<file path="config.mk">
export PLATFORM = sky130hd
export DESIGN_NAME = tcr_config_regs
export DESIGN_NICKNAME = d
export VERILOG_FILES = /design/src/hdl/tcr_pkg.sv /design/src/hdl/tcr_config_regs.sv /design/src/hdl/tcr_tick_div.sv
export VERILOG_INCLUDE_DIRS = /design/src /design/src/hdl
export SDC_FILE = /design/constraint.sdc
export NUM_CORES = 1
export LEC_CHECK = 0
export BUFFER_PORTS_ARGS = -buffer_cell sky130_fd_sc_hd__buf_2
export CORE_MARGIN = 1.5
export CORE_UTILIZATION = 61
export CTS_CLUSTER_SIZE = 10
export DETAILED_ROUTE_END_ITERATION = 10
export PLACE_DENSITY = 0.88
export SETUP_SLACK_MARGIN = 0.2
export SKIP_CTS_REPAIR_TIMING = 1
export SYNTH_ARGS = -nofsm -noshare
export SYNTH_HDL_FRONTEND = slang
export SYNTH_HIERARCHICAL = 1
export SYNTH_SLANG_ARGS = --single-unit
</file>
<file path="constraint.sdc">
create_clock -name clk -period 3.25 [get_ports clk]
set_input_delay 0.1625 -clock clk [delete_from_list [all_inputs] [get_ports clk]]
set_output_delay 0.1625 -clock clk [all_outputs]
set_load 0.01 [all_outputs]
</file>
<file path="src/hdl/tcr_params.svh">
// Constants of the transceiver configuration register bank.
// Assumes byte-wide register accesses already decoded from the serial port.
`ifndef TCR_PARAMS_SVH
`define TCR_PARAMS_SVH

// ****************************************
// Register offsets
// ****************************************
`define TCR_OFS_FREQ_LOW_CODING 4'h1
`define TCR_OFS_FREQ_HIGH_SUPPLY 4'h2
`define TCR_OFS_MOD_SLEEP 4'h3
`define TCR_OFS_CHECK_MIN 4'h4
`define TCR_OFS_BAUD_MAX 4'h5

// ****************************************
// Reset values
// ****************************************
`define TCR_RST_FREQ_LOW_CODING 8'hB0
`define TCR_RST_FREQ_HIGH_SUPPLY 8'h0B
`define TCR_RST_MOD_SLEEP 8'h28
`define TCR_RST_CHECK_MIN 8'h50
`define TCR_RST_BAUD_MAX 8'h9C

// ****************************************
// Field positions
// ****************************************
`define TCR_BIT_CODING_SEL 0
`define TCR_BIT_FREQ_TRIM_BIT8 3
`define TCR_BIT_FREQ_TRIM_BIT7 2
`define TCR_BIT_EXT_SUPPLY_EN 1
`define TCR_BIT_CLK_OUT_EN 0
`define TCR_BIT_MODULATION_TYPE 7
`define TCR_POS_SLEEP_LSB 2
`define TCR_BIT_SLEEP_EXTEND 1
`define TCR_BIT_LIMIT_EXTEND 0
`define TCR_BIT_CHECK_COUNT_HI 7
`define TCR_BIT_CHECK_COUNT_LO 6
`define TCR_POS_BAUD_LSB 6
`define TCR_CR3_USED_MASK 8'h0F

// ****************************************
// Factors and counts
// ****************************************
`define TCR_FREQ_TRIM_HIGH_VALUE_STEP 9'h080
`define TCR_SLEEP_UNIT 18'h00400
`define TCR_SLEEP_EXT_SHIFT 3
`define TCR_CHECK_STEP 4'h3

`endif

</file>
<file path="src/hdl/tcr_pkg.sv">
// Types of the transceiver configuration register bank.
// Assumes nothing beyond the params header.
package tcr_pkg;

	typedef enum logic [1:0] {
		TCR_OPM_IDLE = 2'b00,
		TCR_OPM_TX = 2'b01,
		TCR_OPM_POLL = 2'b10,
		TCR_OPM_RX = 2'b11
	} tcr_opmode_t;

	typedef enum logic [1:0] {
		TCR_CHK_IDLE = 2'b00,
		TCR_CHK_FIRST = 2'b01,
		TCR_CHK_RUN = 2'b10
	} tcr_chk_state_t;

endpackage : tcr_pkg

</file>
<file path="src/hdl/tcr_config_regs.sv">
// Configuration registers 2 to 6 of a UHF transceiver and the logic they steer.
// Assumes the serial port delivers decoded byte reads and writes, and that
// dclk_en pulses once per digital clock period.
//
// Contract
// - In receive, coding bit 0 raises interrupt on bit-check success; 1 does not.
// - In transmit, coding bit 0 sends Manchester; bit 1 sends NRZ.
// - High trim bits decode to 0, 128, 256, 384; default code 10.
// - External supply output follows its enable bit; default on.
// - Bit-check pass, key event or power-on status force both enables to 1.
// - Clock output pin gated by clock enable bit; default on.
// - Modulation type bit 0 selects FSK, 1 selects ASK.
// - Sleep time is count times 1024 digital clocks times extension; default 10.
// - Sleep extension factor 1 when bit clear, 8 when set.
// - Limit extension factor 1 or 2 scales extended clock.
// - Bit-check length 0, 3, 6 or 9 bits; default 3.
// - Minimum pulse limit is min value times extended period; default 16.
// - Transmit half-bit is (min value plus one) extended periods.
// - Extended period is 8, 4, 2, 1 digital clocks times limit factor.
// - Maximum pulse limit is (max value minus one) extended periods; default 28.
`include "tcr_params.svh"
`timescale 1ns/1ps
`default_nettype none

module tcr_config_regs #(
	parameter int SLEEP_W = 18
) (
	input wire logic clk,
	input wire logic arst_n,
	input wire logic dclk_en,
	input wire logic reg_wr_en,
	input wire logic reg_rd_en,
	input wire logic [3:0] reg_addr,
	input wire logic [7:0] reg_wr_data,
	output logic [7:0] reg_rd_data_ff,
	input wire logic [1:0] op_mode,
	input wire logic key_event,
	input wire logic power_on_status,
	input wire logic irq_clear,
	output logic irq_ff,
	input wire logic clk_src,
	output logic clk_out_pin_ff,
	output logic ext_supply_pin_ff,
	output logic [8:0] freq_trim_high_value_ff,
	output logic modulation_ask_ff,
	input wire logic sleep_start,
	output logic sleep_done_ff,
	input wire logic bitcheck_start,
	input wire logic rx_edge,
	output logic bitcheck_pass_ff,
	output logic bitcheck_fail_ff,
	input wire logic tx_enable,
	input wire logic tx_data,
	output logic tx_bit_take_ff,
	output logic tx_mod_ff
);

	// ****************************************
	// Register storage
	// ****************************************
	logic [7:0] freq_low_and_coding_ctrl_ff;
	logic [3:0] freq_high_supply_clock_ctrl_ff;
	logic [7:0] modulation_sleep_ctrl_ff;
	logic [7:0] check_count_min_limit_ctrl_ff;
	logic [7:0] baud_range_max_limit_ctrl_ff;
	logic force_enables;
	logic pass_pulse;
	logic in_rx;
	logic in_tx;

	assign in_rx = (op_mode == tcr_pkg::TCR_OPM_RX) ||
		(op_mode == tcr_pkg::TCR_OPM_POLL);
	assign in_tx = (op_mode == tcr_pkg::TCR_OPM_TX);
	assign force_enables = (pass_pulse && in_rx) || key_event ||
		power_on_status;

	always_ff @(posedge clk or negedge arst_n) begin
		if (!arst_n) begin
			freq_low_and_coding_ctrl_ff <= `TCR_RST_FREQ_LOW_CODING;
			modulation_sleep_ctrl_ff <= `TCR_RST_MOD_SLEEP;
			check_count_min_limit_ctrl_ff <= `TCR_RST_CHECK_MIN;
			baud_range_max_limit_ctrl_ff <= `TCR_RST_BAUD_MAX;
		end else if (reg_wr_en) begin
			unique case (reg_addr)
				`TCR_OFS_FREQ_LOW_CODING: begin
					freq_low_and_coding_ctrl_ff <= reg_wr_data;
				end
				`TCR_OFS_MOD_SLEEP: begin
					modulation_sleep_ctrl_ff <= reg_wr_data;
				end
				`TCR_OFS_CHECK_MIN: begin
					check_count_min_limit_ctrl_ff <= reg_wr_data;
				end
				`TCR_OFS_BAUD_MAX: begin
					baud_range_max_limit_ctrl_ff <= reg_wr_data;
				end
				default: begin
				end
			endcase
		end
	end

	// Forcing wins over a write in the same cycle
	always_ff @(posedge clk or negedge arst_n) begin
		if (!arst_n) begin
			freq_high_supply_clock_ctrl_ff <=
				4'(`TCR_RST_FREQ_HIGH_SUPPLY & `TCR_CR3_USED_MASK);
		end else begin
			if (reg_wr_en && reg_addr == `TCR_OFS_FREQ_HIGH_SUPPLY) begin
				freq_high_supply_clock_ctrl_ff <= reg_wr_data[3:0];
			end
			if (force_enables) begin
				freq_high_supply_clock_ctrl_ff[`TCR_BIT_EXT_SUPPLY_EN] <= 1'b1;
				freq_high_supply_clock_ctrl_ff[`TCR_BIT_CLK_OUT_EN] <= 1'b1;
			end
		end
	end

	always_ff @(posedge clk or negedge arst_n) begin
		if (!arst_n) begin
			reg_rd_data_ff <= 8'h00;
		end else if (reg_rd_en) begin
			unique case (reg_addr)
				`TCR_OFS_FREQ_LOW_CODING: begin
					reg_rd_data_ff <= freq_low_and_coding_ctrl_ff;
				end
				`TCR_OFS_FREQ_HIGH_SUPPLY: begin
					reg_rd_data_ff <= {4'h0, freq_high_supply_clock_ctrl_ff};
				end
				`TCR_OFS_MOD_SLEEP: begin
					reg_rd_data_ff <= modulation_sleep_ctrl_ff;
				end
				`TCR_OFS_CHECK_MIN: begin
					reg_rd_data_ff <= check_count_min_limit_ctrl_ff;
				end
				`TCR_OFS_BAUD_MAX: begin
					reg_rd_data_ff <= baud_range_max_limit_ctrl_ff;
				end
				default: begin
					reg_rd_data_ff <= 8'h00;
				end
			endcase
		end
	end

	// ****************************************
	// Field decode
	// ****************************************
	logic coding_sel;
	logic [1:0] freq_trim_code;
	logic [4:0] sleep_count;
	logic sleep_extend;
	logic limit_extend;
	logic [1:0] check_code;
	logic [5:0] min_limit;
	logic [1:0] baud_range;
	logic [5:0] max_limit;

	assign coding_sel = freq_low_and_coding_ctrl_ff[`TCR_BIT_CODING_SEL];
	assign freq_trim_code = {
		freq_high_supply_clock_ctrl_ff[`TCR_BIT_FREQ_TRIM_BIT8],
		freq_high_supply_clock_ctrl_ff[`TCR_BIT_FREQ_TRIM_BIT7]};
	assign sleep_count = modulation_sleep_ctrl_ff[`TCR_POS_SLEEP_LSB +: 5];
	assign sleep_extend = modulation_sleep_ctrl_ff[`TCR_BIT_SLEEP_EXTEND];
	assign limit_extend = modulation_sleep_ctrl_ff[`TCR_BIT_LIMIT_EXTEND];
	assign check_code = {
		check_count_min_limit_ctrl_ff[`TCR_BIT_CHECK_COUNT_HI],
		check_count_min_limit_ctrl_ff[`TCR_BIT_CHECK_COUNT_LO]};
	assign min_limit = check_count_min_limit_ctrl_ff[5:0];
	assign baud_range = baud_range_max_limit_ctrl_ff[`TCR_POS_BAUD_LSB +: 2];
	assign max_limit = baud_range_max_limit_ctrl_ff[5:0];

	// ****************************************
	// Static outputs
	// ****************************************
	always_ff @(posedge clk or negedge arst_n) begin
		if (!arst_n) begin
			freq_trim_high_value_ff <= 9'h000;
			ext_supply_pin_ff <= 1'b0;
			clk_out_pin_ff <= 1'b0;
			modulation_ask_ff <= 1'b0;
		end else begin
			freq_trim_high_value_ff <= 9'(freq_trim_code) *
				`TCR_FREQ_TRIM_HIGH_VALUE_STEP;
			ext_supply_pin_ff <=
				freq_high_supply_clock_ctrl_ff[`TCR_BIT_EXT_SUPPLY_EN];
			clk_out_pin_ff <= clk_src &
				freq_high_supply_clock_ctrl_ff[`TCR_BIT_CLK_OUT_EN];
			modulation_ask_ff <=
				modulation_sleep_ctrl_ff[`TCR_BIT_MODULATION_TYPE];
		end
	end

	// ****************************************
	// Extended clock
	// ****************************************
	logic [4:0] xdclk_period;
	logic xdclk_tick;

	// Base 8/4/2/1 for codes 00..11, doubled by the limit factor
	assign xdclk_period = 5'(5'h08 >> baud_range) << limit_extend;

	tcr_tick_div #(.W(5)) u_xdclk (
		.clk(clk),
		.arst_n(arst_n),
		.restart(1'b0),
		.step_en(dclk_en),
		.period(xdclk_period),
		.tick(xdclk_tick)
	);

	// ****************************************
	// Sleep timer
	// ****************************************
	logic [SLEEP_W-1:0] sleep_period;
	logic sleep_tick;
	logic sleep_run_ff;

	assign sleep_period = SLEEP_W'(SLEEP_W'(sleep_count) * `TCR_SLEEP_UNIT) <<
		(sleep_extend ? `TCR_SLEEP_EXT_SHIFT : 0);

	tcr_tick_div #(.W(SLEEP_W)) u_sleep (
		.clk(clk),
		.arst_n(arst_n),
		.restart(sleep_start),
		.step_en(dclk_en && sleep_run_ff),
		.period(sleep_period),
		.tick(sleep_tick)
	);

	// Count 0 ends the sleep at once
	always_ff @(posedge clk or negedge arst_n) begin
		if (!arst_n) begin
			sleep_run_ff <= 1'b0;
			sleep_done_ff <= 1'b0;
		end else if (sleep_start) begin
			sleep_run_ff <= (sleep_count != 5'h00);
			sleep_done_ff <= (sleep_count == 5'h00);
		end else begin
			sleep_done_ff <= sleep_run_ff && sleep_tick;
			if (sleep_tick) begin
				sleep_run_ff <= 1'b0;
			end
		end
	end

	// ****************************************
	// Bit-check
	// ****************************************
	tcr_pkg::tcr_chk_state_t chk_state_ff;
	logic [6:0] interval_ff;
	logic [3:0] bits_left_ff;
	logic [3:0] check_len;
	logic in_window;
	logic too_long;

	assign check_len = 4'(check_code * `TCR_CHECK_STEP);
	// Interval measured in extended clock periods
	assign in_window = (interval_ff >= 7'(min_limit)) &&
		(interval_ff + 7'h01 <= 7'(max_limit));
	assign too_long = (interval_ff + 7'h01 > 7'(max_limit));
	assign pass_pulse = bitcheck_pass_ff;

	always_ff @(posedge clk or negedge arst_n) begin
		if (!arst_n) begin
			chk_state_ff <= tcr_pkg::TCR_CHK_IDLE;
			interval_ff <= 7'h00;
			bits_left_ff <= 4'h0;
			bitcheck_pass_ff <= 1'b0;
			bitcheck_fail_ff <= 1'b0;
		end else begin
			bitcheck_pass_ff <= 1'b0;
			bitcheck_fail_ff <= 1'b0;
			unique case (chk_state_ff)
				tcr_pkg::TCR_CHK_IDLE: begin
					if (bitcheck_start && in_rx) begin
						bits_left_ff <= check_len;
						if (check_len == 4'h0) begin
							bitcheck_pass_ff <= 1'b1;
						end else begin
							chk_state_ff <= tcr_pkg::TCR_CHK_FIRST;
						end
					end
				end
				tcr_pkg::TCR_CHK_FIRST: begin
					interval_ff <= 7'h00;
					if (!in_rx) begin
						chk_state_ff <= tcr_pkg::TCR_CHK_IDLE;
					end else if (rx_edge) begin
						chk_state_ff <= tcr_pkg::TCR_CHK_RUN;
					end
				end
				tcr_pkg::TCR_CHK_RUN: begin
					if (!in_rx) begin
						chk_state_ff <= tcr_pkg::TCR_CHK_IDLE;
					end else if (rx_edge) begin
						interval_ff <= 7'h00;
						if (!in_window) begin
							bitcheck_fail_ff <= 1'b1;
							chk_state_ff <= tcr_pkg::TCR_CHK_IDLE;
						end else if (bits_left_ff == 4'h1) begin
							bitcheck_pass_ff <= 1'b1;
							chk_state_ff <= tcr_pkg::TCR_CHK_IDLE;
						end else begin
							bits_left_ff <= bits_left_ff - 4'h1;
						end
					end else if (too_long) begin
						// No edge before the maximum limit
						bitcheck_fail_ff <= 1'b1;
						chk_state_ff <= tcr_pkg::TCR_CHK_IDLE;
					end else if (xdclk_tick) begin
						interval_ff <= interval_ff + 7'h01;
					end
				end
				default: begin
					chk_state_ff <= tcr_pkg::TCR_CHK_IDLE;
				end
			endcase
		end
	end

	// ****************************************
	// Interrupt
	// ****************************************
	// Set wins over a clear in the same cycle
	always_ff @(posedge clk or negedge arst_n) begin
		if (!arst_n) begin
			irq_ff <= 1'b0;
		end else if (bitcheck_pass_ff && in_rx && !coding_sel) begin
			irq_ff <= 1'b1;
		end else if (irq_clear) begin
			irq_ff <= 1'b0;
		end
	end

	// ****************************************
	// Transmit coder
	// ****************************************
	logic half_tick;
	logic phase_ff;
	logic bit_ff;
	logic tx_run;

	assign tx_run = in_tx && tx_enable;

	tcr_tick_div #(.W(7)) u_half_bit (
		.clk(clk),
		.arst_n(arst_n),
		.restart(!tx_run),
		.step_en(xdclk_tick),
		.period(7'(min_limit) + 7'h01),
		.tick(half_tick)
	);

	always_ff @(posedge clk or negedge arst_n) begin
		if (!arst_n) begin
			phase_ff <= 1'b0;
			bit_ff <= 1'b0;
			tx_bit_take_ff <= 1'b0;
			tx_mod_ff <= 1'b0;
		end else if (!tx_run) begin
			phase_ff <= 1'b0;
			tx_bit_take_ff <= 1'b0;
			tx_mod_ff <= 1'b0;
		end else begin
			tx_bit_take_ff <= half_tick && !phase_ff;
			if (half_tick) begin
				phase_ff <= !phase_ff;
				if (!phase_ff) begin
					bit_ff <= tx_data;
					tx_mod_ff <= tx_data;
				end else begin
					// NRZ holds the bit for both halves
					tx_mod_ff <= coding_sel ? bit_ff : !bit_ff;
				end
			end
		end
	end

endmodule : tcr_config_regs

`default_nettype wire

</file>
<file path="src/hdl/tcr_tick_div.sv">
// Programmable tick divider: one tick every period steps.
// Assumes step_en is a one-cycle enable in the clk domain.
`timescale 1ns/1ps
`default_nettype none

module tcr_tick_div #(
	parameter int W = 8
) (
	input wire logic clk,
	input wire logic arst_n,
	input wire logic restart,
	input wire logic step_en,
	input wire logic [W-1:0] period,
	output logic tick
);

	logic [W-1:0] cnt_ff;

	// Period 0 behaves as 1 so the divider never stalls
	always_ff @(posedge clk or negedge arst_n) begin
		if (!arst_n) begin
			cnt_ff <= '0;
			tick <= 1'b0;
		end else if (restart) begin
			cnt_ff <= '0;
			tick <= 1'b0;
		end else if (step_en) begin
			if (cnt_ff + W'(1) >= period) begin
				cnt_ff <= '0;
				tick <= 1'b1;
			end else begin
				cnt_ff <= cnt_ff + W'(1);
				tick <= 1'b0;
			end
		end else begin
			tick <= 1'b0;
		end
	end

endmodule : tcr_tick_div

`default_nettype wire

</file>
==> metrics.md <==
| Metric | Value |
|---|---|
| Status | `completed` |
| Routed Antenna Nets | `0` |
| Gpl congestion | `0.909` |
| CP cell instances | `ha_4 > nand2_1 > nor2_4 > nand2_1 > xnor2_1 > ha_1 > nand2_1 > o21ai_0 > a221oi_4 > nand2_4 > nor2_4 > a22o_1` |
| Placed wire-length estimate | `10900 um` |
| Slowest cell on the critical path | `dfrtp_2` |
| Worst skew pair latency | `approximately 0.39 ns` |
| DR pass1 iterations | `5` |
| First-pass GRT wire length | `between 20000 and 25000 um` |
| Worst EP required | `3.58 ns` |
| Register share of total power | `a little under half` |
| Critical path class | `flip-flop to flip-flop` |
| Worst reg2reg startpoint | `u_sleep/cnt_ff[0]` |
| Final clock skew | `0.0208 ns` |
| Final Hold Fails | `0` |
| Cell area after synthesis | `between 0.006 and 0.007 sq mm` |
| CP Max Fanout | `8` |
| Setup TNS | `0 ns` |
| Crit-path max cell delay | `approximately 0.47 ns` |
| Layout net count | `between 800 and 900` |
| Unique cell type count in the Yosys netlist | `70` |
| Syn_area_per_cell | `between 9 and 10 sq um` |
| Power per cell area | `~520 mW/mm^2` |
| Initial Utilization | `approximately 63%` |
| Warning count from the yosys run | `6` |
| Cells after Synth | `about 670` |
| CTS clk-pin slew, worst paths | `0.11 ns` |
| IO Pins | `54` |
| Max Freq | `0.329 GHz` |
| Minimum clock period | `around 3.0 ns` |
| Critical Path Start Type | `flip-flop` |
| Seq/Total Area, Yosys | `40.3%` |
| Clock tree buffer depth | `2` |
| Synth async-reset ratio | `100%` |
| Final setup vio count | `0` |
| Routed WL | `15200 um` |
| Worst r2r dst | `u_sleep/cnt_ff[10]` |
| End point of the critical path | `u_sleep/cnt_ff[10]` |
| Detailed-route wire length per cell | `roughly 17 um` |
| Worst Hold Class | `primary input to flip-flop` |
| Initial antenna violation count | `0` |
| Root Driver | `clkbuf_8` |
| Max-cap viol count | `0` |
| Crit end category | `flip-flop` |
| Overflow after GRT | `0` |
| Post-synth top cells | `90 x dfrtp_1, 54 x inv_1, 52 x ha_1, 51 x nand2_1, 45 x nor2_1` |
| Share of cells above drive strength 1 | `20.8%` |
| Die area | `~0.011 sq mm` |
| FILL cells | `706` |
| Sw power | `about 1.4 mW` |
| Place WS | `0.0199 ns` |
| Synth area leader | `dfrtp_1` |
| RSZ-0062 raised after global routing | `no` |
| Total track usage | `between 20 and 30%` |
| Fin worst setup slack | `0.213 ns` |
| Num Clock Sinks | `104` |
| Port buffer count | `46` |
| Most used cell, CP | `nand2_1` |
| Max transition margin | `between 10% and 20%` |
| Worst slew pin tran | `between 1 and 1.5 ns` |
| CTS buffer count | `9` |
| Peak VDD IR | `roughly 0.00026 V` |
| Layout area overhead | `11.8%` |
| Critical path arrival | `approximately 3.4 ns` |
| Internal | `~2.4 mW` |
| Largest net degree at the start of global routing | `between 50 and 60` |
| Comb power frac | `between 30% and 40%` |
| CTS tree | `done` |
| Post-synth top area share | `between 30% and 40%` |
| Routed via count | `around 5300` |
| Sw frac | `between 30% and 40%` |
| Slew Limit Fails | `0` |
| Area contributors post-synth | `dfrtp_1 35%, ha_1 10%, mux2_2 5.7%, dfstp_2 5.7%, xnor2_1 3.2%` |
| Clock power share | `a little under a quarter` |
| Top-count cell post-synth | `dfrtp_1` |
| Row count | `37` |
| Core Footprint | `approximately 0.010 sq mm` |
| Vias in the first global route | `5240` |
| Leakage | `3.42 nW` |
| Die span in x | `about 110 um` |
| # H-tree levels | `3` |
| Number of synthesized flops with an enable pin | `0` |
| Register bit total from synthesis | `between 100 and 150` |
| Ant diodes | `0` |
| Critical path origin | `u_sleep/cnt_ff[0]` |
| Fin crit share | `roughly 93%` |
| DRC viols | `0` |
| Reg2reg path depth | `12` |
| Die Span Y | `~110 um` |
| Via density | `about 6.1` |
| Iter 0 DRT Violations | `about 360` |
| Top FF cell, synth | `dfrtp_1` |
| R2r setup slk | `~0.21 ns` |
==> power by group through the flow <==
stage / logic (mW) / clock network (mW) / registers (mW)
floorplan: 0.816 / 0 / 1.66
global placement: 0.999 / 0 / 1.72
detailed placement: 1.08 / 0 / 1.74
CTS: 1.09 / 0.894 / 1.71
global route: 1.27 / 0.939 / 1.75
finish: 1.14 / 0.886 / 1.72
==> routing by layer <==
| layer | part of all wire (%) | global-route usage [%] | vias to the layer above |
|---|---|---|---|
| li1 | - | - | 2468 |
| met1 | 42 | 33.2 | 2604 |
| met2 | 50 | 47.6 | 202 |
| met3 | 5.0 | 4.60 | 37 |
| met4 | 2.9 | 10.6 | 0 |
| met5 | 0 | 0 | - |
==> stage by stage <==
stage               hold WS (ns)  instance area, sq um  power (mW)  utilization, %  instances
floorplan                 -0.133                  6570        2.47               -        685
global placement           0.241                  6840        2.72            66.2        840
detailed placement         0.248                  6840        2.82            66.2        840
CTS                       -0.173                  7050        3.70            68.3        856
global route              0.0234                  7260        3.96            70.3        868
finish                    0.0239                  7260        3.75            70.3        868
==> cell families (layout without fill, tap and decap cells) <==
kind of cell / count (synthesis) / after routing / share of synthesized area, %
adder cells (fa/ha/maj): 52 / 52 / 10.0
AO/OA/AOI/OAI: 128 / 128 / 14.1
AND/OR/NAND/NOR: 218 / 220 / 17.8
flip-flops: 104 / 104 / 40.3
multiplexers: 44 / 44 / 7.42
XOR/XNOR: 34 / 34 / 4.59
buffers and inverters: 85 / 130 / 5.63
other: 1 / 20 / 0.0577
==> worst min path at each step <==
stage                          from  cells after the start                           endpoint
floorplan                    arst_n                      0    baud_range_max_limit_ctrl_ff[0]
global placement             arst_n                      1                          tx_mod_ff
detailed placement           arst_n                      1                          tx_mod_ff
CTS                          arst_n                      1                  reg_rd_data_ff[3]
global route        power_on_status                      3  freq_high_supply_clock_ctrl_ff[0]
finish               reg_wr_data[7]                      3    baud_range_max_limit_ctrl_ff[7]
==> state kept, by name, summed over array words and instances, names as in the netlist, 4 cells and up <==
| signal | flops |
|---|---|
| u_sleep/cnt_ff | 18 |
| baud_range_max_limit_ctrl_ff | 8 |
| check_count_min_limit_ctrl_ff | 8 |
| freq_low_and_coding_ctrl_ff | 8 |
| modulation_sleep_ctrl_ff | 8 |
| reg_rd_data_ff | 8 |
| interval_ff | 7 |
| u_half_bit/cnt_ff | 7 |
| u_xdclk/cnt_ff | 5 |
| bits_left_ff | 4 |
| freq_high_supply_clock_ctrl_ff | 4 |
==> cell type report <==
type | count | area, sq um | share of cell area (%)
multi-input cells | 498 | 3700 | 50.9
well taps | 136 | 170 | 2.34
clock inverters | 7 | 92.6 | 1.27
repair buffers | 60 | 345 | 4.76
inverters | 54 | 203 | 2.79
flip-flops and latches | 104 | 2630 | 36.2
clock buffers | 9 | 124 | 1.71
==> cell usage in the layout, fill, tap and decap left out, types with 3 or more instances in the layout <==
master	n
a22o_1	18
clkbuf_8	9
dfrtp_1	84
a211oi_1	4
a21o_1	5
nand3b_1	4
buf_4	12
ha_1	50
mux2i_1	11
inv_6	3
a32o_1	6
nor3b_1	4
nand2_1	51
buf_2	45
a21oi_1	25
nor2b_1	8
xor2_1	10
dfstp_2	14
or3_1	6
a31oi_1	3
o21ai_0	21
dfrtp_2	6
nor2_1	43
and2_1	9
conb_1	20
nor3_1	15
and3_1	11
dlygate4sd3_1	3
nand2b_1	12
o211ai_1	6
nand4_1	6
xnor2_1	22
a221o_1	4
mux2_2	33
inv_1	54
nand3_1	28
a222oi_1	4
o22ai_1	9
==> critical path, delay by kind of cell, from the launching register on <==
kind | cells | cell delay, ns
xor+xnor | 1 | 0.29
simple gates | 6 | 0.90
compound gates | 3 | 0.80
fa+ha+maj | 2 | 0.51
flops | 1 | 0.47
(Power assumes the default switching activity.)
